`src/core/tmi_consts.svh`:
```
// What this block does
// - Match event sets its request flag.
// - Enable bit zero blocks, one permits.
// - Compact register: flags 7..4, enables 3..0.
// - Periodic0 flags bits 5,4; enables 1,0.
// - Largest variant adds standard timer bits 7,6,3,2.
// - Periodic1 flags bits 5,4; enables 1,0.
// - Unimplemented bits always read zero.
// - Flag sets regardless; request needs enable.
// - Global enable low suppresses every interrupt.
`ifndef TMI_CONSTS_SVH
`define TMI_CONSTS_SVH

`define TMI_OFS_COMPACT     8'h00
`define TMI_OFS_PERIODIC0   8'h04
`define TMI_OFS_PERIODIC1   8'h08
`define TMI_OFS_CONTROL     8'h0C
`define TMI_OFS_STATUS      8'h10
`define TMI_OFS_MASK        8'h14

`define TMI_NSRC            10
`define TMI_NREG            3
`define TMI_BIT_HI_A_FLAG   7
`define TMI_BIT_HI_P_FLAG   6
`define TMI_BIT_LO_A_FLAG   5
`define TMI_BIT_LO_P_FLAG   4
`define TMI_BIT_HI_A_EN     3
`define TMI_BIT_HI_P_EN     2
`define TMI_BIT_LO_A_EN     1
`define TMI_BIT_LO_P_EN     0
`define TMI_BIT_GIE         0

`define TMI_RST_FLAG        10'h000
`define TMI_RST_EN          10'h000
`define TMI_RST_GIE         1'b0

`define TMI_RESP_OKAY       2'h0
`define TMI_RESP_SLVERR     2'h2

`endif

```
`src/core/tmi_pkg.sv`:
```
package tmi_pkg;

  // Bit 0 is compact timer 0 P match; each timer owns a P/A pair
  typedef struct packed {
    logic pt1_a;
    logic pt1_p;
    logic st0_a;
    logic st0_p;
    logic pt0_a;
    logic pt0_p;
    logic ct1_a;
    logic ct1_p;
    logic ct0_a;
    logic ct0_p;
  } tmi_src_s;

  typedef enum logic [6:0] {
    TMI_SEL_NONE      = 7'h01,
    TMI_SEL_COMPACT   = 7'h02,
    TMI_SEL_PERIODIC0 = 7'h04,
    TMI_SEL_PERIODIC1 = 7'h08,
    TMI_SEL_CONTROL   = 7'h10,
    TMI_SEL_STATUS    = 7'h20,
    TMI_SEL_MASK      = 7'h40
  } tmi_sel_e;

  typedef struct packed {
    logic [9:0]  flag;
    logic [9:0]  en;
    logic        gie;
    logic        aw_held;
    logic [7:0]  aw_addr;
    logic        w_held;
    logic [31:0] wdata;
    logic [3:0]  wstrb;
    logic        bvalid;
    logic [1:0]  bresp;
    logic        rvalid;
    logic [31:0] rdata;
    logic [1:0]  rresp;
  } tmi_state_s;

endpackage : tmi_pkg

```
`src/core/tmi_top.sv`:
```
`timescale 1ns/1ps
`include "tmi_consts.svh"
module tmi_top
  import tmi_pkg::*;
#(
  parameter bit HAS_CT1 = 1'b1,       // Second compact timer present
  parameter bit HAS_ST0 = 1'b1,       // Standard timer present
  parameter bit HAS_PT1 = 1'b1        // Second periodic timer present
) (
  input  wire logic        aclk,      // Clock
  input  wire logic        aresetn,   // Sync reset, low
  input  wire logic        ce,        // Clock enable
  input  tmi_src_s         match_evt, // Timer match pulses
  output tmi_src_s         irq_req,   // Enabled pending sources
  output logic             irq,       // Interrupt level
  input  wire logic [7:0]  awaddr,    // Write address
  input  wire logic [2:0]  awprot,    // Unused
  input  wire logic        awvalid,   // Write address valid
  output logic             awready,   // Write address ready
  input  wire logic [31:0] wdata,     // Write data
  input  wire logic [3:0]  wstrb,     // Byte enables
  input  wire logic        wvalid,    // Write data valid
  output logic             wready,    // Write data ready
  output logic [1:0]       bresp,     // Write response
  output logic             bvalid,    // Write response valid
  input  wire logic        bready,    // Write response ready
  input  wire logic [7:0]  araddr,    // Read address
  input  wire logic [2:0]  arprot,    // Unused
  input  wire logic        arvalid,   // Read address valid
  output logic             arready,   // Read address ready
  output logic [31:0]      rdata,     // Read data
  output logic [1:0]       rresp,     // Read response
  output logic             rvalid,    // Read data valid
  input  wire logic        rready     // Read data ready
);

  localparam logic [9:0] IMPL = {{2{HAS_PT1}}, {2{HAS_ST0}}, 2'h3,
                                 {2{HAS_CT1}}, 2'h3};

  tmi_state_s s;
  tmi_state_s next_s;
  logic [9:0] next_flag;
  logic [9:0] wr_fmask;
  logic [9:0] wr_fval;
  logic [9:0] wr_clr;
  logic       do_write;
  logic       aw_hs;
  logic       w_hs;
  logic       ar_hs;
  tmi_sel_e   wsel;
  tmi_sel_e   rsel;
  logic [11:0] nib_sel;
  logic [11:0] flag_rep;
  logic [11:0] en_rep;

  function automatic tmi_sel_e tmi_decode(input logic [7:0] a);
    case (a)
      `TMI_OFS_COMPACT:   return TMI_SEL_COMPACT;
      `TMI_OFS_PERIODIC0: return TMI_SEL_PERIODIC0;
      `TMI_OFS_PERIODIC1: return TMI_SEL_PERIODIC1;
      `TMI_OFS_CONTROL:   return TMI_SEL_CONTROL;
      `TMI_OFS_STATUS:    return TMI_SEL_STATUS;
      `TMI_OFS_MASK:      return TMI_SEL_MASK;
      default:            return TMI_SEL_NONE;
    endcase
  endfunction : tmi_decode

  // Source pairs that an 8-bit register write lands on
  function automatic logic [11:0] tmi_nibble(input tmi_sel_e sel);
    case (sel)
      TMI_SEL_COMPACT:   return 12'h00F;
      TMI_SEL_PERIODIC0: return 12'h0F0;
      TMI_SEL_PERIODIC1: return 12'hF00;
      default:           return 12'h000;
    endcase
  endfunction : tmi_nibble

  // Register r shows pair 2r in the low nibble pair, pair 2r+1 in the high
  function automatic logic [7:0] tmi_view(input int r, input logic [9:0] f,
                                          input logic [9:0] e);
    logic [11:0] fx;
    logic [11:0] ex;
    logic [7:0]  v;
    fx = {2'h0, f & IMPL};
    ex = {2'h0, e & IMPL};
    v  = 8'h00;
    v[`TMI_BIT_LO_P_FLAG] = fx[4*r];
    v[`TMI_BIT_LO_A_FLAG] = fx[4*r+1];
    v[`TMI_BIT_HI_P_FLAG] = fx[4*r+2];
    v[`TMI_BIT_HI_A_FLAG] = fx[4*r+3];
    v[`TMI_BIT_LO_P_EN]   = ex[4*r];
    v[`TMI_BIT_LO_A_EN]   = ex[4*r+1];
    v[`TMI_BIT_HI_P_EN]   = ex[4*r+2];
    v[`TMI_BIT_HI_A_EN]   = ex[4*r+3];
    return v;
  endfunction : tmi_view

  function automatic logic [31:0] tmi_read(input tmi_sel_e sel, input tmi_state_s st);
    unique case (sel)
      TMI_SEL_COMPACT:   return {24'h000000, tmi_view(0, st.flag, st.en)};
      TMI_SEL_PERIODIC0: return {24'h000000, tmi_view(1, st.flag, st.en)};
      TMI_SEL_PERIODIC1: return {24'h000000, tmi_view(2, st.flag, st.en)};
      TMI_SEL_CONTROL:   return {31'h00000000, st.gie};
      TMI_SEL_STATUS:    return {22'h000000, st.flag & IMPL};
      TMI_SEL_MASK:      return {22'h000000, st.en & IMPL};
      TMI_SEL_NONE:      return 32'h00000000;
    endcase
  endfunction : tmi_read

  assign awready = ce & ~s.aw_held & ~s.bvalid;
  assign wready  = ce & ~s.w_held & ~s.bvalid;
  assign arready = ce & ~s.rvalid;
  assign aw_hs   = awvalid & awready;
  assign w_hs    = wvalid & wready;
  assign ar_hs   = arvalid & arready;
  assign do_write = s.aw_held & s.w_held & ~s.bvalid;
  assign wsel    = tmi_decode(s.aw_addr);
  assign rsel    = tmi_decode({araddr[7:2], 2'h0});
  assign nib_sel  = tmi_nibble(wsel);
  assign flag_rep = {3{s.wdata[`TMI_BIT_HI_A_FLAG], s.wdata[`TMI_BIT_HI_P_FLAG],
                       s.wdata[`TMI_BIT_LO_A_FLAG], s.wdata[`TMI_BIT_LO_P_FLAG]}};
  assign en_rep   = {3{s.wdata[`TMI_BIT_HI_A_EN], s.wdata[`TMI_BIT_HI_P_EN],
                       s.wdata[`TMI_BIT_LO_A_EN], s.wdata[`TMI_BIT_LO_P_EN]}};

  // Write effects on the flag bank, as masks over the ten sources
  always_comb begin
    wr_fmask = 10'h000;
    wr_fval  = 10'h000;
    wr_clr   = 10'h000;
    if (do_write && s.wstrb[0]) begin
      wr_fmask = nib_sel[9:0];
      wr_fval  = flag_rep[9:0];
      if (wsel == TMI_SEL_STATUS) begin
        wr_clr[7:0] = s.wdata[7:0];
      end
    end
    if (do_write && s.wstrb[1] && wsel == TMI_SEL_STATUS) begin
      wr_clr[9:8] = s.wdata[9:8];
    end
  end

  tmi_flag_bank u_flags (
    .cur     (s.flag),
    .set     (10'(match_evt)),
    .wr_mask (wr_fmask),
    .wr_val  (wr_fval),
    .clr     (wr_clr),
    .impl    (IMPL),
    .nxt     (next_flag)
  );

  always_comb begin
    next_s      = s;
    next_s.flag = next_flag;
    if (aw_hs) begin
      next_s.aw_held = 1'b1;
      next_s.aw_addr = {awaddr[7:2], 2'h0};
    end
    if (w_hs) begin
      next_s.w_held = 1'b1;
      next_s.wdata  = wdata;
      next_s.wstrb  = wstrb;
    end
    if (do_write) begin
      next_s.aw_held = 1'b0;
      next_s.w_held  = 1'b0;
      next_s.bvalid  = 1'b1;
      next_s.bresp   = (wsel == TMI_SEL_NONE) ? `TMI_RESP_SLVERR : `TMI_RESP_OKAY;
      if (s.wstrb[0]) begin
        next_s.en = (s.en & ~nib_sel[9:0]) | (en_rep[9:0] & nib_sel[9:0]);
        if (wsel == TMI_SEL_MASK) begin
          next_s.en[7:0] = s.wdata[7:0];
        end
        if (wsel == TMI_SEL_CONTROL) begin
          next_s.gie = s.wdata[`TMI_BIT_GIE];
        end
      end
      if (s.wstrb[1] && wsel == TMI_SEL_MASK) begin
        next_s.en[9:8] = s.wdata[9:8];
      end
      next_s.en = next_s.en & IMPL;
    end
    if (s.bvalid && bready) begin
      next_s.bvalid = 1'b0;
    end
    if (ar_hs) begin
      next_s.rvalid = 1'b1;
      next_s.rdata  = tmi_read(rsel, s);
      next_s.rresp  = (rsel == TMI_SEL_NONE) ? `TMI_RESP_SLVERR : `TMI_RESP_OKAY;
    end else if (s.rvalid && rready) begin
      next_s.rvalid = 1'b0;
    end
  end

  always_ff @(posedge aclk) begin
    if (!aresetn) begin
      s      <= '0;
      s.flag <= `TMI_RST_FLAG;
      s.en   <= `TMI_RST_EN;
      s.gie  <= `TMI_RST_GIE;
    end else if (ce) begin
      s <= next_s;
    end
  end

  tmi_irq_merge u_merge (
    .flag (s.flag),
    .en   (s.en),
    .gie  (s.gie),
    .req  (irq_req),
    .irq  (irq)
  );

  assign bvalid = s.bvalid;
  assign bresp  = s.bresp;
  assign rvalid = s.rvalid;
  assign rdata  = s.rdata;
  assign rresp  = s.rresp;

endmodule : tmi_top

```
`src/core/tmi_flag_bank.sv`:
```
`timescale 1ns/1ps
`include "tmi_consts.svh"
module tmi_flag_bank
  import tmi_pkg::*;
(
  input  wire logic [9:0] cur,     // Present flags
  input  wire logic [9:0] set,     // Match events
  input  wire logic [9:0] wr_mask, // Bits written directly
  input  wire logic [9:0] wr_val,  // Values written
  input  wire logic [9:0] clr,     // Write-one-to-clear bits
  input  wire logic [9:0] impl,    // Implemented bits
  output logic      [9:0] nxt      // Next flags
);
  logic [9:0] base;

  genvar g;
  generate
    for (g = 0; g < `TMI_NSRC; g++) begin : g_bit
      assign base[g] = (wr_mask[g] ? wr_val[g] : cur[g]) & ~clr[g];
      assign nxt[g]  = impl[g] & (base[g] | set[g]);
    end
  endgenerate
endmodule : tmi_flag_bank

```
`src/core/tmi_irq_merge.sv`:
```
`timescale 1ns/1ps
module tmi_irq_merge
  import tmi_pkg::*;
(
  input  wire logic [9:0] flag,    // Pending flags
  input  wire logic [9:0] en,      // Enables
  input  wire logic       gie,     // Global enable
  output tmi_src_s        req,     // Per-source requests
  output logic            irq      // Merged level
);
  assign req = tmi_src_s'(flag & en & {10{gie}});
  assign irq = |req;
endmodule : tmi_irq_merge

```
`config.mk`:
```
export PLATFORM = sky130hd
export DESIGN_NAME = tmi_top
export DESIGN_NICKNAME = d
export VERILOG_FILES = /design/src/core/tmi_pkg.sv /design/src/core/tmi_top.sv /design/src/core/tmi_flag_bank.sv /design/src/core/tmi_irq_merge.sv
export VERILOG_INCLUDE_DIRS = /design/src /design/src/core
export SDC_FILE = /design/constraint.sdc
export NUM_CORES = 1
export LEC_CHECK = 0
export ABC_AREA = 1
export BUFFER_PORTS_ARGS = -buffer_cell sky130_fd_sc_hd__buf_4
export CAP_MARGIN = 15
export CELL_PAD_IN_SITES_DETAIL_PLACEMENT = 1
export CELL_PAD_IN_SITES_GLOBAL_PLACEMENT = 1
export CORE_MARGIN = 2
export CORE_UTILIZATION = 34
export CTS_CLUSTER_DIAMETER = 80
export CTS_CLUSTER_SIZE = 20
export DETAILED_ROUTE_END_ITERATION = 8
export GPL_ROUTABILITY_DRIVEN = 1
export HOLD_SLACK_MARGIN = 0.1
export PLACE_DENSITY = 0.81
export SLEW_MARGIN = 15
export SYNTH_ARGS = -nofsm -noshare
export SYNTH_HDL_FRONTEND = slang
export SYNTH_HIERARCHICAL = 1
export SYNTH_SLANG_ARGS = --single-unit
```
`constraint.sdc`:
```
create_clock -name aclk -period 2.8 [get_ports aclk]
set_clock_uncertainty 0.2 [all_clocks]
set_input_delay 0.56 -clock aclk [delete_from_list [all_inputs] [get_ports aclk]]
set_output_delay 0.56 -clock aclk [all_outputs]
set_load 0.03 [all_outputs]
```
==> Word-level counts from Yosys, hierarchy flattened <==
Cells that the tools add are included.
W data, S select, Z words.
{ "word_totals": {"elab_cells": 146, "ff_bits": 103, "inputBits": 76, "out_inout_bits": 52} }
{ "op_classes": {"n_reduce_logical": 25, "bitwise": 50, "n_eq_ne": 24, "n_mux": 33} }
{ "ops": {"columns": ["cell", "count"], "rows": [
  ["$pmux W32 S7", 1],
  ["$pmux W7 S6", 2],
  ["$and A10 B10 Y10", 4],
  ["$mux W37", 1],
  ["$pmux W10 S3", 1],
  ["$eq A6 B2 Y1 const B", 4],
  ["$eq A6 B3 Y1 const B", 4],
  ["$mux W8", 3],
  ["$and A1 B1 Y1", 20],
  ["$mux W10", 2],
  ["$mux W1", 16],
  ["$reduce_and A2 Y1", 8],
  ["$eq A7 B1 Y1 const B", 2],
  ["$eq A7 B2 Y1 const B", 2],
  ["$eq A7 B3 Y1 const B", 2],
  ["$eq A7 B4 Y1 const B", 2],
  ["$eq A7 B5 Y1 const B", 2],
  ["$eq A7 B6 Y1 const B", 2],
  ["$eq A7 B7 Y1 const B", 2],
  ["$not A1 Y1", 14],
  ["$eq A6 B1 Y1 const B", 2],
  ["$mux W11", 1],
  ["$not A10 Y10", 1],
  ["$or A1 B1 Y1", 10],
  ["11 further kinds", 24]
]} }

==> Logic depth before layout (Yosys ltp) <==
Gate-level depths: netlist of the first run.
{ "depth": {"word_depth": 10, "depth_mapped": 13, "mapped_depth_nobuf": 12} }

==> Cells and area by module <==
The synthesis of the first run kept the hierarchy.
{ "by_module_without_submodules": {"columns": ["module", "n_inst", "seq_area_each_um2", "cells_per_inst", "area_per_inst_um2"], "rows": [
  ["tmi_top", 1, 1101.1, 424, 3011.6],
  ["tmi_flag_bank", 1, 0.0, 100, 488.0],
  ["tmi_irq_merge", 1, 0.0, 30, 143.9]
]} }

==> Least setup slack after synthesis of the first run <==
No wires, ideal clock.
{ "synth_path": {"kind": "register -> register", "from": "register s, in the netlist bvalid", "to": "register, netlist name s[95]", "required_time_ns": 2.535, "path_slack_ns": 0.755, "n_path_buf": 1, "stages_incl_launch_ff": 13, "arrival_ns": 1.781, "synth_period_minus_slack_ns": 2.045, "setup_time_ns": 0.065, "cell_sequence": "dfxtp_1 nor2_2 nand2_4 inv_2 nand2_2 buf_2 nor2_1 inv_1 nand2_1 nand3_2 a21oi_2 nor2_1 nor2_1"} }
{ "synth_via": {"elab_chain_cells": 7, "word_cells_on_any_way": 10, "classes_between": "4 x mux; 5 x bitwise; 1 x reduce/logical"} }
{ "synth_lines": {"columns": ["element", "line_no", "rtl"], "rows": [
  ["start, declared", "tmi_top.sv:40", "tmi_state_s s;"],
  ["start signal, assigned", "tmi_top.sv:202", "s <= next_s;"],
  ["$not A1 Y1", "tmi_top.sv:116", "assign do_write = s.aw_held & s.w_held & ~s.bvalid;"],
  ["$and A1 B1 Y1", "tmi_top.sv:116", null],
  ["$logic_and A1 B1 Y1", "tmi_top.sv:130", "if (do_write && s.wstrb[0]) begin"],
  ["$mux W10", "tmi_top.sv:130", null],
  ["net wr_fmask[0]", "tmi_top.sv:43", "logic [9:0] wr_fmask;"],
  ["$mux W1", "tmi_flag_bank.sv:19", "assign base[g] = (wr_mask[g] ? wr_val[g] : cur[g]) & ~clr[g];"],
  ["$and A1 B1 Y1", "tmi_flag_bank.sv:19", null],
  ["$or A1 B1 Y1", "tmi_flag_bank.sv:20", "assign nxt[g] = impl[g] & (base[g] | set[g]);"],
  ["net next_flag[0]", "tmi_top.sv:42", "logic [9:0] next_flag;"]
]} }
The timed path passes the listed nets, and every way through them passes these cells.
A chain may end at the register's enable or synchronous reset.

==> Worst setup path after layout of the first run <==
{ "layout_path": {"from": "register s[74] (netlist bit)", "to": "register, netlist name s[99]"} }
{ "layout_via": {"elab_chain_cells": 7, "word_cells_on_any_way": 10, "classes_between": "4 x mux; 5 x bitwise; 1 x reduce/logical"} }
{ "layout_lines": {"columns": ["element", "line_no"], "rows": [
  ["$and A1 B1 Y1 (2 in series)", "tmi_top.sv:116"],
  ["$logic_and A1 B1 Y1", "tmi_top.sv:130"],
  ["$mux W10", "tmi_top.sv:130"],
  ["net wr_fmask[4]", "tmi_top.sv:43"],
  ["$mux W1", "tmi_flag_bank.sv:19"],
  ["$and A1 B1 Y1", "tmi_flag_bank.sv:19"],
  ["$or A1 B1 Y1", "tmi_flag_bank.sv:20"],
  ["net next_flag[4]", "tmi_top.sv:42"]
]} }
The timed path passes the listed nets, and every way through them passes these cells.

==> results of run 1 <==
-- final timing paths --
path / startpoint / endpoint / slack (ns) / depth (start not counted)
min reg2reg: rdata[4] / rdata[4] / 0.27 / 2
max: s[74] / s[99] / 0.44 / 12
min: rdata[4] / rdata[4] / 0.27 / 2
max reg2reg: s[74] / s[99] / 0.44 / 12
-- critical path, cell delays in order (launching register included) --
cell and delay, ns:
dfxtp_1 0.40, inv_1 0.09, nor2_2 0.14, nand2_4 0.12, inv_2 0.08, nand2_2 0.20, nor3_2 0.47, inv_1 0.10
nand2_1 0.10, nand3_2 0.07, a21oi_2 0.13, nor2_1 0.06, nor2_1 0.12
-- per-stage QoR --
step	hold WS (ns)	cells	power, W	utilization [%]
finish	0.2745	750	0.001653	40.25
global route	0.2975	750	0.001740	40.25
CTS	0.2758	750	0.001665	40.25
detailed placement	0.2644	742	0.001226	39.47
global placement	0.2593	742	0.001212	39.47
floorplan	0.2455	586	0.001144	-
-- cell type report --
class	count	area, µm²
Multi-Input combinational cell	369	1876
Inverter	112	420.4
Clock buffer	7	76.32
Timing Repair Buffer	70	525.5
Clock inverter	1	5.005
Sequential cell	55	1101
Tap cell	136	170.2
Fill cell	1405	6196
-- metal layers --
layer	wire length [µm]	global-route usage [%]	vias to the layer above
li1	-	-	1765
met1	4818	23.61	1553
met2	4936	33.11	90
met3	463	2.663	15
met4	185	5.037	0
met5	0	0	-
-- logic make-up (layout without fill, tap and decap cells) --
group / Yosys count / in the layout / share of synthesized area, %
AO/OA/AOI/OAI: 100 / 100 / 15.73
flip-flops: 55 / 55 / 30.22
other: 2 / 34 / 0.2061
buffers and inverters: 162 / 190 / 21.60
AND/OR/NAND/NOR: 235 / 235 / 32.25
-- power groups by stage --
stage / clock (W) / combinational, W / sequential (W)
final: 0.000444 / 0.000343 / 0.000866
after detailed placement: 0 / 0.000342 / 0.000884
after global placement: 0 / 0.000331 / 0.000881
after global routing: 0.000489 / 0.000380 / 0.000871
after floorplan: 0 / 0.000275 / 0.000869
after CTS: 0.000455 / 0.000344 / 0.000866
-- cells in the final DEF (no fill, tap or decap) --
master	instances
a21oi_1	33
a21oi_2	14
a31oi_1	1
buf_4	70
clkbuf_1	2
clkbuf_8	5
clkinv_2	1
conb_1	34
dfxtp_1	55
inv_1	102
inv_2	10
nand2_1	90
nand2_2	6
nand2_4	1
nand3_1	28
nand3_2	13
nand3_4	1
nand4_2	1
nor2_1	69
nor2_2	6
nor2_4	6
nor2_8	1
nor3_1	4
nor3_2	4
nor3_4	1
nor3b_1	2
nor4_1	2
o211ai_1	4
o21a_1	1
o21ai_0	25
o21ai_1	19
o21bai_1	2
o22ai_1	1
==> out/qor.yml, run 1 <==
power_and_ir_drop:
  power.leakage_nw: 2.079
  p_int_w: 0.001112
  p_seq_share_pct: 52.4
  power.switching_w: 0.0005407
  power_frac_clock_pct: 26.9
  powerDensity_mw_per_mm2: 396.0
  vdd_drop_max_uv: 196.9
  pwr-share-comb_pct: 20.7
  switching_share_pct: 32.71
floorplan:
  die_area_mm2: 0.01156
  rows: 37
  dieWidth_um: 107.5
  pin_count: 128
  core_mm2: 0.01037
  start_util_pct: 35.14
  die_h_um: 107.5
clock_network:
  h-tree-depth: 2
  cts_root_buf: "clkbuf_8"
  numCtsBuffers: 5
  postCtsHoldBufs: 0
  cts_resized: 0
  cts_buffer_depth: 2
  path_clk_slew_ns: 0.10
  cts_num_sinks: 55
  cts_tree: "built"
  cts_setup_buffers: 0
  clkLatencyLatePin_ns: 0.31
placed_design:
  io_buffers: 69
  hpwl_um: 8130
  placed_cell_area_mm2: 0.004093
  pre_cts_slack_ns: 0.4638
  gp_congestion: 0.8462
routing:
  wl_per_cell_um: 13.87
  first_pass_iters: 6
  drcViolationCount: 0
  vias_per_cell: 4.564
  vias: 3423
  wl_um: 10400
  antenna_left: 0
  drtIter0Drc: 117
yosys:
  seq_area_frac_synth_pct: 30.22
  syn_inst: 554
  synth.most_common_cell: "inv_1"
  synth_edf_count: 0
  yosysTopAreaCellShare_pct: 30.22
  synth.cell_area_mm2: 0.003643
  ys_top_cells_by_area: "dfxtp_1 30%, inv_1 11%, nand2_1 9.3%"
  synth.avg_cell_area_um2: 6.577
  synth_flop_cell: "dfxtp_1"
  synth_commonest_cells: "102 x inv_1, 90 x nand2_1, 69 x nor2_1"
  async_flop_share_pct: 0
  yosysTopAreaCell: "dfxtp_1"
  synth-seq-cells: 55
  synth_cell_type_count: 34
  ys_warn_count: 6
worst_hold_path:
  hold_path_class: "reg2reg"
sta:
  finalSetupViolCount: 0
  grt_setup_unrepaired: "false"
  worst_pin_slew_ns: 0.5229
  period_minus_slack_ns: 2.356
  setup_tns_ns: 0
  clock.fmax_ghz: 0.4244
  maxSlewViolCount: 0
  slew_headroom_pct: 64.95
  finalWorstSetupSlack_ns: 0.4438
  hold_viol: 0
  finalCritPeriodShare_pct: 84.15
critical_path:
  end_kind: "register"
  critPathArrivalTime_ns: 2.41
  cp_max_fo: 15
  path_class: "reg2reg"
  startpoint_type: "register"
  worstPathRequired_ns: 2.85
job:
  max_cap_viol_count: 0
global_route:
  grt_usage_pct: 18.70
  grt_first_pass_wirelength_um: 17190
  antenna_found_initial: 0
  grt-ovfl-total: 0
  grt_pass1_vias: 3538
  grt_max_degree: 50
layout:
  antenna_cells: 0
  drive_gt1_share_pct: 22.80
  final_nets: 689
  fin_area_mm2: 0.004174
  area_delta_synth_final_pct: 14.56
status:
  outcome: "complete, no violations"
Power figures use the tool's default switching activity.
==> run 2, diff against run 1 <==
==> constraint.sdc (replaced) <==
create_clock -name aclk -period 2.2 [get_ports aclk]
set_clock_uncertainty 0.2 [all_clocks]
set_input_delay 0.44 -clock aclk [delete_from_list [all_inputs] [get_ports aclk]]
set_output_delay 0.44 -clock aclk [all_outputs]
set_load 0.03 [all_outputs]
==> run 2 against run 1 <==
Effect of this change:
- sequential share of layout area down 0.43 points
- largest cell class unchanged
- worst setup slack got worse by 0.25 ns
- via count is 3.4% higher
- sequential power grew 27%
- power rose by 28%
- highest routed layer unchanged
- utilization up 0.71 points
- design area increased by 1.8%
- non-clock buffer count is 8 higher
- first-iteration DRC count grew 9.4%
- maximum frequency up 17%
==> out/qor.yml, run 2 (same netlist as run 1, synthesis figures left out) <==
floorplan:
  dieWidth_um: 107.5  # unchanged
  rows: 37  # unchanged
  die_h_um: 107.5  # unchanged
  core_mm2: 0.01037  # unchanged
  start_util_pct: 35.14  # unchanged
  pin_count: 128  # unchanged
  die_area_mm2: 0.01156  # unchanged
sta:
  grt_setup_unrepaired: "false"
  maxSlewViolCount: 0  # unchanged
  finalCritPeriodShare_pct: 91.16  # +7.0 points
  whs_ns: 0.1440  # -0.1306 ns
  setup_tns_ns: 0  # unchanged
  finalSetupViolCount: 0  # unchanged
  period_minus_slack_ns: 2.006  # -0.3507 ns
  hold_viol: 0  # unchanged
  clock.fmax_ghz: 0.4986  # +17%
critical_path:
  path_class: "reg2reg"
  end_kind: "register"
  cp_max_fo: 15  # unchanged
  startpoint_type: "register"
  critPathArrivalTime_ns: 2.06  # -0.35 ns
  worstPathRequired_ns: 2.25  # -0.60 ns
layout:
  final_nets: 697  # +1.2%
  layout_commonest_cell: "inv_1"
  drive_gt1_share_pct: 24.60  # +1.8 points
  layout_common_cells: "102 x inv_1, 90 x nand2_1, 78 x buf_4"
  antenna_cells: 0  # unchanged
  area_delta_synth_final_pct: 16.59
  fill_cells: 1424  # +1.4%
  fin_cells: 758  # +1.1%
clock_network:
  cts_num_sinks: 55  # unchanged
  cts_buffer_depth: 2  # unchanged
  cts_setup_buffers: 0  # unchanged
  cts_tree: "built"
  cts_resized: 0  # unchanged
  cts_root_buf: "clkbuf_8"
  postCtsHoldBufs: 0  # unchanged
  clkLatencyLatePin_ns: 0.32  # about the same
  numCtsBuffers: 5  # unchanged
  path_clk_slew_ns: 0.11  # about the same
  h-tree-depth: 2  # unchanged
routing:
  first_pass_iters: 4  # -2
  antenna_left: 0  # unchanged
  wl_um: 10390  # -0.17%
  vias_per_cell: 4.668  # +2.3%
  vias: 3538  # +3.4%
  drcViolationCount: 0  # unchanged
  drtIter0Drc: 128  # +9.4%
  wl_per_cell_um: 13.70  # -1.2%
global_route:
  grt_max_degree: 50  # unchanged
  grt_usage_pct: 18.65  # -0.048 points
  antenna_found_initial: 0  # unchanged
  grt_pass1_vias: 3640  # +2.9%
  grt-ovfl-total: 0  # unchanged
  grt_first_pass_wirelength_um: 17190  # about the same
power_and_ir_drop:
  vdd_drop_max_uv: 290.4  # +47%
  power_frac_clock_pct: 26.7  # -0.2 points
  power.leakage_nw: 2.137  # +2.8%
  powerDensity_mw_per_mm2: 497.8  # +26%
  pwr-share-comb_pct: 21.1  # +0.4 points
  switching_share_pct: 32.93  # +0.22 points
  power.switching_w: 0.0006963  # +29%
  p_int_w: 0.001418  # +28%
  p_seq_share_pct: 52.2  # -0.2 points
placed_design:
  io_buffers: 69  # unchanged
  dp.cells: 750  # +1.1%
  gp_congestion: 0.8535  # +0.86%
  hpwl_um: 8420  # +3.6%
job:
  max_cap_viol_count: 0  # unchanged
worst_hold_path:
  hold_path_class: "in2reg"
status:
  outcome: "complete, no violations"
[run 2: cell count changes in the layout (fill, tap and decap cells not counted)]
cell,change
nor2_2,+2
nor2_1,-2
clkinv_2,+2
nand2_2,-1
dfxtp_1,-1
clkbuf_1,-2
buf_4,+8
nand2_4,+1
dfxtp_2,+1
[run 2: final timing paths]
path / depth (start not counted) / to / slack [ns] / from
setup reg to reg: 13 / s[96] / 0.19 / s[74]
hold / removal: 3 / s[38] / 0.14 / wstrb[0]
hold reg to reg: 2 / rdata[5] / 0.27 / rdata[5]
setup / recovery: 13 / s[96] / 0.19 / s[74]
[run 2: routing by layer]
layer  vias to the layer above  wire length [µm]  GRT usage (%)
met4                         0               216          5.678
met1                      1655              4813          23.17
li1                       1779                 -              -
met2                        83              4940          33.11
met5                         -                 0              0
met3                        21               416          2.724
[run 2: worst max-delay path: stages (launching register included)]
cell     delay (ns)
dfxtp_1        0.40
inv_1          0.08
nor2_2         0.14
nand2_4        0.12
inv_2          0.09
nand2_4        0.12
nor2_1         0.16
buf_4          0.18
inv_1          0.04
nand2_1        0.07
nand3_2        0.08
a21oi_2        0.12
nor2_1         0.05
nor2_1         0.09
[run 2: layout make-up]
| class | count | area, µm² | area share, % |
|---|---|---|---|
| sequential | 55 | 1102 | 25.95 |
| timing repair buffer | 78 | 585.6 | 13.79 |
| tap | 136 | 170.2 | 4.006 |
| multi-input combinational | 369 | 1886 | 44.39 |
| clock buffer | 5 | 68.82 | 1.620 |
| clock inverter | 3 | 15.01 | 0.3535 |
| inverter | 112 | 420.4 | 9.897 |
[run 2: per-stage QoR]
stage	utilization [%]	setup WS, ns	power (W)	cell area [µm²]
floorplan	-	0.1547	0.001456	3764
global placement	40.05	0.2071	0.001553	4153
detailed placement	40.05	0.1204	0.001570	4153
CTS	40.85	0.02675	0.002123	4237
global route	40.96	0.04374	0.002219	4248
finish	40.96	0.1945	0.002115	4248
[run 2: power by group through the flow]
stage	Clock, W	Combinational, W	Sequential [W]
after floorplan	0	0.000350	0.00111
after global routing	0.000614	0.000496	0.00111
after CTS	0.000573	0.000448	0.00110
final	0.000565	0.000446	0.00110
after global placement	0	0.000431	0.00112
after detailed placement	0	0.000446	0.00112
==> run 3, diff against run 2 <==
--- a/config.mk
+++ b/config.mk
@@ -13,12 +13,13 @@
 export CELL_PAD_IN_SITES_GLOBAL_PLACEMENT = 1
 export CORE_MARGIN = 2
 export CORE_UTILIZATION = 34
+export CTS_BUF_LIST = sky130_fd_sc_hd__clkbuf_4 sky130_fd_sc_hd__clkbuf_8 sky130_fd_sc_hd__clkbuf_16
 export CTS_CLUSTER_DIAMETER = 80
 export CTS_CLUSTER_SIZE = 20
 export DETAILED_ROUTE_END_ITERATION = 8
 export GPL_ROUTABILITY_DRIVEN = 1
 export HOLD_SLACK_MARGIN = 0.1
-export PLACE_DENSITY = 0.81
+export PLACE_DENSITY = 0.8
 export SLEW_MARGIN = 15
 export SYNTH_ARGS = -nofsm -noshare
 export SYNTH_HDL_FRONTEND = slang
==> run 3 against run 2 <==
Effect of this change:
- non-clock buffer count grew 1
- count of clock-buffer cells in the layout grew 1
- sequential power is essentially flat
- critical path depth shrank 1
- final cell count shrank 0.13%
- sequential share of layout area is essentially flat
- power shrank 1.3%
- worst setup slack lost 0.0071 ns
- register-to-register slack is essentially flat
- design area shrank 0.18%
- critical endpoint is now s[97]
- highest routed layer unchanged
==> out/qor.yml, run 3 (same netlist as run 1, synthesis figures left out) <==
power_and_ir_drop:
  pwr-share-comb_pct: 21.3  # +0.2 points
  power_frac_clock_pct: 25.9  # -0.8 points
  powerDensity_mw_per_mm2: 492.4  # -1.1%
  p_seq_share_pct: 52.8  # +0.6 points
  vdd_drop_max_uv: 241.0  # -17%
  power.leakage_nw: 2.121  # -0.75%
  p_int_w: 0.001425  # +0.44%
  power.switching_w: 0.0006634  # -4.7%
  power_w: 0.002088  # -1.3%
  switching_share_pct: 31.77  # -1.2 points
sta:
  hold_viol: 0  # unchanged
  period_minus_slack_ns: 2.013  # +0.007111 ns
  finalSetupViolCount: 0  # unchanged
  finalCritPeriodShare_pct: 91.48  # +0.32 points
  finalWorstSetupSlack_ns: 0.1874  # -0.007111 ns
  setup_tns_ns: 0  # unchanged
  clock.fmax_ghz: 0.4969  # -0.35%
  maxSlewViolCount: 0  # unchanged
  grt_setup_unrepaired: "false"
critical_path:
  startpoint_type: "register"
  cp_slowest_cell: "dfxtp_1"
  critPathArrivalTime_ns: 2.02  # -0.04 ns
  crit_buf_inv: 4  # unchanged
  crit_chain: "inv_1 > nor2_2 > nand2_4 > inv_2 > nand2_2 > buf_4 > nor3b_1 > inv_1 > nand3_2 > a21oi_2 > nor2_1 > nor2_1"
  cp_max_fo: 8  # -7
  critical-path-top-delay-family: "simple AND/OR/NAND/NOR gates"
  end_kind: "register"
  path_class: "reg2reg"
  worstPathRequired_ns: 2.21  # -0.04 ns
  slowest_delay_ns: 0.39  # about the same
placed_design:
  io_buffers: 69  # unchanged
  hpwl_um: 8343  # -0.91%
  pre_cts_slack_ns: 0.2100  # +0.08955 ns
  placed_cell_area_mm2: 0.004160  # +0.18%
  dp.cells: 751  # +0.13%
  gp_congestion: 0.8528  # about the same
clock_network:
  cts_setup_buffers: 0  # unchanged
  cts_num_sinks: 55  # unchanged
  clkLatencyLatePin_ns: 0.31  # about the same
  postCtsHoldBufs: 0  # unchanged
  h-tree-depth: 2  # unchanged
  cts_root_buf: "clkbuf_8"
  path_clk_slew_ns: 0.10  # about the same
  cts_resized: 0  # unchanged
  cts_tree: "built"
  cts_buffer_depth: 2  # unchanged
  numCtsBuffers: 5  # unchanged
global_route:
  grt-ovfl-total: 0  # unchanged
  antenna_found_initial: 0  # unchanged
  grt_first_pass_wirelength_um: 16840  # -2.1%
  grt_max_degree: 50  # unchanged
  grt_pass1_vias: 3493  # -4.0%
  grt_usage_pct: 18.22  # -0.43 points
floorplan:
  core_mm2: 0.01037  # unchanged
  die_h_um: 107.5  # unchanged
  rows: 37  # unchanged
  dieWidth_um: 107.5  # unchanged
  pin_count: 128  # unchanged
  start_util_pct: 35.14  # unchanged
  die_area_mm2: 0.01156  # unchanged
routing:
  wl_per_cell_um: 13.62  # -0.56%
  first_pass_iters: 4  # unchanged
  vias_per_cell: 4.557  # -2.4%
  drtIter0Drc: 79  # -38%
  drcViolationCount: 0  # unchanged
  wl_um: 10310  # -0.69%
  antenna_left: 0  # unchanged
  vias: 3450  # -2.5%
layout:
  fin_cells: 757  # -0.13%
  layout_common_cells: "102 x inv_1, 90 x nand2_1, 79 x buf_4"
  antenna_cells: 0  # unchanged
  drive_gt1_share_pct: 24.32  # -0.28 points
  final_nets: 698  # +0.14%
  area_delta_synth_final_pct: 16.38
  layout_commonest_cell: "inv_1"
  fin_area_mm2: 0.004240  # -0.18%
  fill_cells: 1416  # -0.56%
status:
  outcome: "complete, no violations"
worst_hold_path:
  hold_path_class: "in2reg"
job:
  max_cap_viol_count: 0  # unchanged
==> run 3: final timing paths <==
path / start / endpoint / slack (ns) / depth (start not counted)
worst min-delay path: wstrb[0] / s[38] / 0.16 / 3
worst max-delay path: s[74] / s[97] / 0.19 / 12
worst max register to register: s[74] / s[97] / 0.19 / 12
worst min register to register: rdata[4] / rdata[4] / 0.27 / 2
==> run 3: layout make-up <==
| class | instances | area, µm² | area share (%) |
|---|---|---|---|
| clock buffers | 6 | 76.32 | 1.800 |
| inverters | 112 | 420.4 | 9.914 |
| multi-input cells | 369 | 1878 | 44.29 |
| flip-flops and latches | 55 | 1102 | 26.00 |
| well taps | 136 | 170.2 | 4.013 |
| repair buffers | 79 | 593.1 | 13.99 |
==> run 3: worst reg2reg max path, cell delays in order, from the launching register on <==
cell	delay, ns
dfxtp_1	0.39
inv_1	0.08
nor2_2	0.12
nand2_4	0.12
inv_2	0.07
nand2_2	0.13
buf_4	0.21
nor3b_1	0.21
inv_1	0.08
nand3_2	0.08
a21oi_2	0.05
nor2_1	0.12
nor2_1	0.06
==> run 3: power by group through the flow <==
stage / Sequential (W) / Clock, W / Combinational (W)
floorplan: 0.00111 / 0 / 0.000350
global placement: 0.00112 / 0 / 0.000432
detailed placement: 0.00112 / 0 / 0.000446
CTS: 0.00110 / 0.000560 / 0.000448
global route: 0.00111 / 0.000608 / 0.000493
finish: 0.00110 / 0.000541 / 0.000446
==> run 3: routing by layer <==
layer | vias to the layer above | wire length [µm] | global-route usage (%)
met5 | - | 0 | 0
met1 | 1581 | 4769 | 23.06
met4 | 0 | 210 | 5.586
li1 | 1772 | - | -
met3 | 15 | 394 | 2.603
met2 | 82 | 4939 | 31.85
==> run 3: metrics by stage <==
step / util [%] / hold slack (ns)
floorplan: - / 0.2455
global placement: 40.12 / 0.2599
detailed placement: 40.12 / 0.2618
CTS: 40.85 / 0.1596
global route: 40.89 / 0.1689
finish: 40.89 / 0.1586
